$ cat config.mk
export PLATFORM = sky130hd
export DESIGN_NAME = swfc_regs
export DESIGN_NICKNAME = d
export VERILOG_FILES = /design/src/swfc_pkg.sv /design/src/swfc_regs.sv
export SDC_FILE = /design/constraint.sdc
export NUM_CORES = 1
export LEC_CHECK = 0
export BUFFER_PORTS_ARGS = -buffer_cell sky130_fd_sc_hd__buf_2
export CAP_MARGIN = 20
export CORE_MARGIN = 2
export CORE_UTILIZATION = 50
export DETAILED_ROUTE_END_ITERATION = 7
export PLACE_DENSITY_LB_ADDON = 0.1
export SYNTH_ARGS = -nofsm -noshare
export SYNTH_HDL_FRONTEND = slang
export SYNTH_SLANG_ARGS = --single-unit
$ cat constraint.sdc
create_clock -name I_CLK -period 19 [get_ports I_CLK]
set_clock_uncertainty 0.05 [all_clocks]
set_input_delay 1.9 -clock I_CLK [delete_from_list [all_inputs] [get_ports I_CLK]]
set_output_delay 1.9 -clock I_CLK [all_outputs]
set_load 0.1 [all_outputs]
$ cat src/swfc_pkg.sv
package swfc_pkg;

  // ****************************************************************
  // Register offsets
  // ****************************************************************
  localparam logic [6:0] ADDR_PAYLOAD_BYTE3 = 7'h30;
  localparam logic [6:0] ADDR_PAYLOAD_BYTE2 = 7'h31;
  localparam logic [6:0] ADDR_PAYLOAD_BYTE1 = 7'h32;
  localparam logic [6:0] ADDR_PAYLOAD_BYTE0 = 7'h33;
  localparam logic [6:0] ADDR_FD_CONTROL    = 7'h34;
  localparam logic [6:0] ADDR_FINE_TRIM     = 7'h38;
  localparam logic [6:0] ADDR_OPTIONS       = 7'h39;
  localparam logic [6:0] ADDR_CAL_HIGH      = 7'h3A;
  localparam logic [6:0] ADDR_CAL_LOW       = 7'h3B;

  // ****************************************************************
  // Field positions and values
  // ****************************************************************
  localparam int         FD_EN_BIT        = 0;
  localparam int         FD_FILT_LSB      = 1;
  localparam int         FD_BYP_BIT       = 4;
  localparam int         FD_ERRDIS_BIT    = 5;
  localparam logic [7:0] FD_WRITE_MASK    = 8'h3F;
  localparam logic [7:0] OPT_WRITE_MASK   = 8'h9F;
  localparam int         OPT_RXSEL_BIT    = 7;
  localparam logic [1:0] TRIM_UNLOCK_CODE = 2'h3;
  localparam logic [7:0] RESET_ZERO       = 8'h00;
  localparam logic [7:0] RESET_FINE_TRIM  = 8'h00;
  localparam logic [7:0] RESET_OPTIONS    = 8'h00;

  // ****************************************************************
  // Filter timing
  // ****************************************************************
  localparam int FILT_BASE_NS = 100;
  localparam int FILT_STEP_NS = 50;
  localparam int CLK_PERIOD_NS = 10;

  // Register write request from the serial port.
  typedef struct packed {
    logic       wr;
    logic [6:0] addr;
    logic [7:0] data;
  } swfc_wreq_t;

  // Decoded configuration toward the frame engine.
  typedef struct packed {
    logic       fd_tolerance_enable;
    logic       error_counter_stop;
    logic       analog_filter_bypass;
    logic [2:0] glitch_filter_code;
    logic       glitch_filter_reserved;
    logic [5:0] glitch_filter_cycles;
    logic       low_power_receiver;
    logic [12:0] trim;
  } swfc_cfg_t;

endpackage : swfc_pkg

$ cat src/swfc_regs.sv
// Behaviour
// - Payload bytes two, one and zero are read-write 8-bit registers at 0x31, 0x32 and 0x33.
// - Bits 7:6 of the fast-data control register read as zero and ignore writes.
// - The error-counter disable bit stops the wake error counter only while tolerance enable is one.
// - Hardware clears the error-counter disable bit when the bus silence timeout expires.
// - Filter code 001 gives 100 ns and each higher code adds 50 ns up to 110 giving 350 ns.
// - The bypass bit bypasses only the analog receive filter; the digital filter stays active.
// - All thirteen trim bits accept writes only while the trim unlock field holds binary 11.
// - The five low trim bits form a monotonic 32-step fine frequency adjustment.
// - The receiver select bit picks the low-power receiver when one and is writable only when unlocked.
// - Calibration high and low are read-only 8-bit registers that reset to zero.
module swfc_regs
  import swfc_pkg::*;
(
  // Clock and reset
  input  wire logic       I_CLK,
  input  wire logic       I_ARST_N,
  // Register port
  input  wire swfc_wreq_t I_WREQ,
  input  wire logic [6:0] I_RD_ADDR,
  output logic      [7:0] O_RD_DATA,
  // Device side
  input  wire logic [1:0] I_TRIM_UNLOCK,
  input  wire logic       I_SILENCE_EXPIRED,
  input  wire logic [7:0] I_CAL_HIGH,
  input  wire logic [7:0] I_CAL_LOW,
  output swfc_cfg_t       O_CFG,
  output logic      [7:0] O_PAYLOAD_BYTE3,
  output logic      [7:0] O_PAYLOAD_BYTE2,
  output logic      [7:0] O_PAYLOAD_BYTE1,
  output logic      [7:0] O_PAYLOAD_BYTE0
);

  // ****************************************************************
  // Storage
  // ****************************************************************
  logic [7:0] fd_ctrl;
  logic [7:0] fine_trim;
  logic [7:0] options;
  logic [7:0] cal_high;
  logic [7:0] cal_low;
  logic [1:0] unlock_s1;
  logic [1:0] unlock_s2;
  logic [1:0] unlock_s3;
  logic       silence_s1;
  logic       silence_s2;
  logic [7:0] next_rd_data;
  logic       unlocked;

  function automatic logic hit(input swfc_wreq_t req, input logic [6:0] addr);
    hit = req.wr && (req.addr == addr);
  endfunction

  // Filter cycles at the core clock for a code; ceiling of the time.
  function automatic logic [5:0] filt_cycles(input logic [2:0] code);
    int ns;
    ns = FILT_BASE_NS + (int'(code) - 1) * FILT_STEP_NS;
    filt_cycles = 6'((ns + CLK_PERIOD_NS - 1) / CLK_PERIOD_NS);
  endfunction

  // ****************************************************************
  // Synchronisers for outside levels
  // ****************************************************************
  always_ff @(posedge I_CLK or negedge I_ARST_N) begin
    if (!I_ARST_N) begin
      unlock_s1  <= 2'h0;
      unlock_s2  <= 2'h0;
      unlock_s3  <= 2'h0;
      silence_s1 <= 1'b0;
      silence_s2 <= 1'b0;
    end else begin
      unlock_s1  <= I_TRIM_UNLOCK;
      unlock_s2  <= unlock_s1;
      unlock_s3  <= unlock_s2;
      silence_s1 <= I_SILENCE_EXPIRED;
      silence_s2 <= silence_s1;
    end
  end

  // Two equal samples in a row keep a skewed pass through 11 from opening the lock.
  assign unlocked = (unlock_s2 == TRIM_UNLOCK_CODE) && (unlock_s3 == TRIM_UNLOCK_CODE);

  // ****************************************************************
  // Payload bytes
  // ****************************************************************
  always_ff @(posedge I_CLK or negedge I_ARST_N) begin
    if (!I_ARST_N) begin
      O_PAYLOAD_BYTE3 <= RESET_ZERO;
      O_PAYLOAD_BYTE2 <= RESET_ZERO;
      O_PAYLOAD_BYTE1 <= RESET_ZERO;
      O_PAYLOAD_BYTE0 <= RESET_ZERO;
    end else begin
      if (hit(I_WREQ, ADDR_PAYLOAD_BYTE3)) begin
        O_PAYLOAD_BYTE3 <= I_WREQ.data;
      end
      if (hit(I_WREQ, ADDR_PAYLOAD_BYTE2)) begin
        O_PAYLOAD_BYTE2 <= I_WREQ.data;
      end
      if (hit(I_WREQ, ADDR_PAYLOAD_BYTE1)) begin
        O_PAYLOAD_BYTE1 <= I_WREQ.data;
      end
      if (hit(I_WREQ, ADDR_PAYLOAD_BYTE0)) begin
        O_PAYLOAD_BYTE0 <= I_WREQ.data;
      end
    end
  end

  // ****************************************************************
  // Fast-data control
  // ****************************************************************
  // Silence expiry has priority over a software write of the disable bit.
  always_ff @(posedge I_CLK or negedge I_ARST_N) begin
    if (!I_ARST_N) begin
      fd_ctrl <= RESET_ZERO;
    end else begin
      if (hit(I_WREQ, ADDR_FD_CONTROL)) begin
        fd_ctrl <= I_WREQ.data & FD_WRITE_MASK;
      end
      if (silence_s2) begin
        fd_ctrl[FD_ERRDIS_BIT] <= 1'b0;
      end
    end
  end

  // ****************************************************************
  // Trim and options
  // ****************************************************************
  always_ff @(posedge I_CLK or negedge I_ARST_N) begin
    if (!I_ARST_N) begin
      fine_trim <= RESET_FINE_TRIM;
      options   <= RESET_OPTIONS;
    end else begin
      if (hit(I_WREQ, ADDR_FINE_TRIM) && unlocked) begin
        fine_trim <= I_WREQ.data;
      end
      if (hit(I_WREQ, ADDR_OPTIONS) && unlocked) begin
        options <= I_WREQ.data & OPT_WRITE_MASK;
      end
    end
  end

  // ****************************************************************
  // Calibration status
  // ****************************************************************
  always_ff @(posedge I_CLK or negedge I_ARST_N) begin
    if (!I_ARST_N) begin
      cal_high <= RESET_ZERO;
      cal_low  <= RESET_ZERO;
    end else begin
      cal_high <= I_CAL_HIGH;
      cal_low  <= I_CAL_LOW;
    end
  end

  // ****************************************************************
  // Configuration toward the frame engine
  // ****************************************************************
  always_ff @(posedge I_CLK or negedge I_ARST_N) begin
    if (!I_ARST_N) begin
      O_CFG <= '0;
    end else begin
      O_CFG.fd_tolerance_enable    <= fd_ctrl[FD_EN_BIT];
      O_CFG.error_counter_stop     <= fd_ctrl[FD_ERRDIS_BIT] & fd_ctrl[FD_EN_BIT];
      O_CFG.analog_filter_bypass   <= fd_ctrl[FD_BYP_BIT];
      O_CFG.glitch_filter_code     <= fd_ctrl[FD_FILT_LSB +: 3];
      O_CFG.glitch_filter_reserved <= (fd_ctrl[FD_FILT_LSB +: 3] == 3'h0)
                                      || (fd_ctrl[FD_FILT_LSB +: 3] == 3'h7);
      O_CFG.glitch_filter_cycles   <= filt_cycles(fd_ctrl[FD_FILT_LSB +: 3]);
      O_CFG.low_power_receiver     <= options[OPT_RXSEL_BIT];
      O_CFG.trim                   <= {options[4:0], fine_trim};
    end
  end

  // ****************************************************************
  // Read port
  // ****************************************************************
  always_comb begin
    case (I_RD_ADDR)
      ADDR_PAYLOAD_BYTE3: next_rd_data = O_PAYLOAD_BYTE3;
      ADDR_PAYLOAD_BYTE2: next_rd_data = O_PAYLOAD_BYTE2;
      ADDR_PAYLOAD_BYTE1: next_rd_data = O_PAYLOAD_BYTE1;
      ADDR_PAYLOAD_BYTE0: next_rd_data = O_PAYLOAD_BYTE0;
      ADDR_FD_CONTROL:    next_rd_data = fd_ctrl;
      ADDR_FINE_TRIM:     next_rd_data = fine_trim;
      ADDR_OPTIONS:       next_rd_data = options;
      ADDR_CAL_HIGH:      next_rd_data = cal_high;
      ADDR_CAL_LOW:       next_rd_data = cal_low;
      default:            next_rd_data = RESET_ZERO;
    endcase
  end

  always_ff @(posedge I_CLK or negedge I_ARST_N) begin
    if (!I_ARST_N) begin
      O_RD_DATA <= RESET_ZERO;
    end else begin
      O_RD_DATA <= next_rd_data;
    end
  end
endmodule // swfc_regs

Word level (Yosys, flattened, before mapping)
Index checks and enable logic that the tools add are counted.

word-level totals
  bits in registers = 111
  logic and storage cells = 66
  input port bits = 44
  output and inout bits = 67

cells by class
  bitwise gates (word level) = 1
  eq/ne operators = 19
  div/mod/pow operators = 1
  mux-type cells = 3
  reductions and logical operators = 13
  add/sub/neg operators = 4
  $mul = 1

operators with widths
  operator                 count
  $eq A7 B6 Y1 const B     16
  $pmux W8 S9              1
  $div A32 B5 Y32 const B  1
  $sub A13 B2 Y14 const B  1
  $add A12 B5 Y13 const B  1
  $add A8 B11 Y12 const A  1
  $logic_and A1 B1 Y1      10
  $mul A4 B6 Y10 const B   1
  $mux W6                  1
  $eq A2 B2 Y1 const B     2
  $sub A3 B1 Y4 const B    1
  $eq A3 B3 Y1 const B     1
  $logic_not A3 Y1         1
  $reduce_bool A2 Y1       1
  $and A1 B1 Y1            1
  $logic_or A1 B1 Y1       1
  $mux W1                  1

Depth between registers and ports, before layout
  word-level depth = 6
  mapped depth = 37
  gate-level depth less buffers = 34

Least setup slack after synthesis
Ideal clock, no wire load.

  path type = flip-flop to flip-flop
  start = reg fd_ctrl[1]
  end = reg O_CFG[18] (netlist bit)
  data required time = 18.870 ns
  setup slack = 10.232 ns
  setup time = 0.080 ns
  buffers on the path = 2
  stages on the path, launching flop included = 37
  clock period less this slack = 8.768 ns
  arrival time = 8.638 ns
  path through = dfrtp_1 buf_2 inv_1 ha_1 xor2_1 fa_1 ha_1 fa_1 ha_1 buf_2 a21oi_1 xor2_1 o22a_1 o31ai_1 nand2_1 a21oi_1 inv_1 ha_1 nor2b_1 a211o_1 a211oi_1 a221o_1 or3_4 and2_4 a41oi_2 nand2_2 a221o_1 a211oi_2 o31ai_2 or4_4 a221oi_1 a21oi_1 nor3_1 nor4b_1 ha_1 a31oi_1 xnor2_1

between the ends
  cells in the longest elaborated chain, start to end = 6

ends and longest elaborated chain
  what                    line              text
  from (decl)             swfc_regs.sv:37   logic [7:0] fd_ctrl;
  from (signal assigned)  swfc_regs.sv:117  fd_ctrl <= I_WREQ.data & FD_WRITE_MASK;
  $sub A3 B1 Y4           swfc_regs.sv:57   ns = FILT_BASE_NS + (int'(code) - 1) * FILT_STEP_NS;
  $mul A4 B6 Y10          swfc_regs.sv:57
  $add A8 B11 Y12         swfc_regs.sv:57
  $add A12 B5 Y13         swfc_regs.sv:58   filt_cycles = 6'((ns + CLK_PERIOD_NS - 1) / CLK_PERIOD_NS);
  $sub A13 B2 Y14         swfc_regs.sv:58
  $div A32 B5 Y32         swfc_regs.sv:58
  to (decl)               swfc_regs.sv:27   output swfc_cfg_t O_CFG,

No other way between the ends.
A chain may end at the register's enable or synchronous reset.

Worst setup path after layout
Ends and elaborated chain as after synthesis.

==> impl_metrics.ini <==
[run_status]
status = finished clean

[sta]
hold_slack_ns = 0.301
worst_slack_ns = 8.67
rsz0062_at_grt = no
worstMarginPinSlew_ns = 0.964
setup_tns_ns = 0
fin_crit_sh_pct = 54.4
fin_crit_ns = 10.33
slew_headroom_pct = 35.6
fmax_ghz = 0.0968
hold_viol = 0
drv_slew = 0
setup_viol = 0

[finish]
layout_commonest_cell = dfrtp_1
multi_input_area_sq_mm = 0.00360
diodes = 0
nNetsFinal = 778
final_cell_mix = 111 x dfrtp_1, 109 x buf_2, 52 x mux2_2, 43 x nand2_1, 37 x nor2_1
fillerInstances = 1111
drive_above_1_share_pct = 30.8
ff_latch_area_sq_mm = 0.00278
synthToLayoutAreaGrowth_pct = 15.4
final_cells = 890

[floorplanning]
num_rows = 41
die-width_um = 118
dieArea_sq_mm = 0.0140
ios = 111
die_y_um = 118
core_sq_mm = 0.0127
start_util_pct = 51.5

[logic_synthesis]
ys_seq_area_share_pct = 42.6
ys_ff_latch = 111
synth_edf_count = 0
ys_types = 91
avgSynthCellArea_sq_um = 10.7
syn-num-nets = 677
synth_ff_type = dfrtp_1
syn_inst = 612
synth_warnings = 0
syn_area_sq_mm = 0.00653
synthArstFlopShare_pct = 100

[clock_network]
cts_resized = 0
htreeDepth = 3
hold_buffers = 0
path_clk_slew_ns = 0.07
cts.sinks = 111
cts_tree = yes
clock_latency_ns = 0.34
cts_buffer_depth = 2
cts_setup_buffers = 0
cts_root_buf = clkbuf_16
cts_buffers = 9

[drt]
wl_per_cell_um = 18.9
drtAntennaViolNets = 0
drc = 0
vias_per_cell = 5.93
drt-initial-drc-count = 323
wirelength_um = 16800
dr.pass1.iters = 5
num_vias = 5278

[pwr]
power_density_mw_per_mm2 = 198
power_mw = 1.49
p_leak_nw = 3.61
ir_worst_vdd_v = 0.000136

[placed_design]
dp_hpwl_um = 12700
port_buffers = 110
gp_congestion = 0.844
dp.cells = 874
pre_cts_ws_ns = 8.79

[worst_setup_path]
cpMostUsedCell = ha_1
critPathMaxStageDelay_ns = 0.56
crit_type = reg -> reg
r2r_cells = 34
crit_path_end_kind = flop
cp_max_fo = 17
start_kind = flop
reg2reg_setup_slack_ns = 8.67
arrival_ns = 10.55
crit_slowest_cell = or4_4
required_ns = 19.22

[min_path]
min_path_type = reg -> reg
holdPathStages = 0

[global_routing]
grt_use_total_pct = 24.4
grt_pass1_vias = 5431
grt_max_degree = 69
antenna_found_initial = 0
grt_pass1_wl_um = 27300
grt_overflow_total = 0

[job]
maxCapViolations = 0
==> critical path: cells and delay by family, from the launching register on <==
kind | cells | cell delay, ns
simple gates | 6 | 1.83
compound gates | 16 | 4.49
fa+ha+maj | 7 | 2.27
xor+xnor | 3 | 0.75
flops | 1 | 0.55
buf+inv | 2 | 0.31
==> cell families after synthesis <==
| family | Yosys count | synth area share (%) |
|---|---|---|
| AO/OA/AOI/OAI | 159 | 18.1 |
| XOR/XNOR | 21 | 2.82 |
| flip-flops | 111 | 42.6 |
| buffers and inverters | 34 | 2.36 |
| adder cells (fa/ha/maj) | 21 | 4.26 |
| AND/OR/NAND/NOR | 184 | 14.5 |
| multiplexers | 82 | 15.4 |
==> where the power goes <==
part	switching, mW	leakage [nW]	internal [mW]
combinational	0.673	2.03	0.357
clock	0.0864	0.152	0.108
sequential	0.0112	1.43	0.258
==> final timing paths <==
| path | startpoint | end |
|---|---|---|
| hold / removal | unlock_s1[0]$_DFF_PN0_ | unlock_s2[0]$_DFF_PN0_ |
| max in group asynchronous | I_ARST_N | O_CFG[10]$_DFF_PN0_ |
| setup / recovery | fd_ctrl[1]$_DFFE_PN0P_ | O_CFG[18]$_DFF_PN0_ |
| min in group asynchronous | I_ARST_N | O_CFG[6]$_DFF_PN0_ |
| hold reg to reg | unlock_s1[0]$_DFF_PN0_ | unlock_s2[0]$_DFF_PN0_ |
| setup reg to reg | fd_ctrl[1]$_DFFE_PN0P_ | O_CFG[18]$_DFF_PN0_ |
==> state kept, by name (all words and copies together) (netlist names) <==
name             count
O_PAYLOAD_BYTE2      8
fd_ctrl              6
O_PAYLOAD_BYTE0      8
O_RD_DATA            8
silence_s2           1
fine_trim            8
unlock_s3            2
unlock_s2            2
O_PAYLOAD_BYTE1      8
O_CFG               27
options              6
O_PAYLOAD_BYTE3      8
silence_s1           1
cal_high             8
unlock_s1            2
cal_low              8
==> stage by stage <==
stage | utilization, % | area (sq um)
after floorplan | - | 6530
after global placement | 56.9 | 7210
after detailed placement | 56.9 | 7210
after CTS | 59.4 | 7530
after global routing | 59.4 | 7530
final | 59.4 | 7530
==> cells in the mapped netlist (9+ instances only) <==
cell type	n	area (sq um)
dfrtp_1	111	2780
ha_1	19	238
nand3_1	22	110
clkbuf_1	13	48.8
inv_1	9	33.8
nand2_1	43	161
mux4_2	9	203
a21oi_1	29	145
o21ai_0	23	115
nor2_1	38	143
mux2_2	52	586
mux2i_1	20	200
xnor2_1	14	123
nor3_1	20	100
o21ai_1	9	45.0
and2_1	9	56.3
==> cell type report <==
class | count | share of cell area (%)
clock buffers | 10 | 3.17
inverters | 10 | 0.499
flip-flops and latches | 111 | 36.9
repair buffers | 114 | 7.74
multi-input cells | 467 | 47.8
clock inverters | 6 | 1.06
well taps | 172 | 2.86
==> layer usage <==
| layer | global-route usage (%) | part of all wire (%) | up-vias | wire, um |
|---|---|---|---|---|
| li1 | - | - | 2491 | - |
| met4 | 8.58 | 2.4 | 0 | 396 |
| met3 | 5.55 | 6.0 | 30 | 1010 |
| met5 | 0 | 0 | - | 0 |
| met1 | 28.5 | 40 | 2563 | 6680 |
| met2 | 43.7 | 52 | 194 | 8760 |
(Power assumes the default switching activity.)
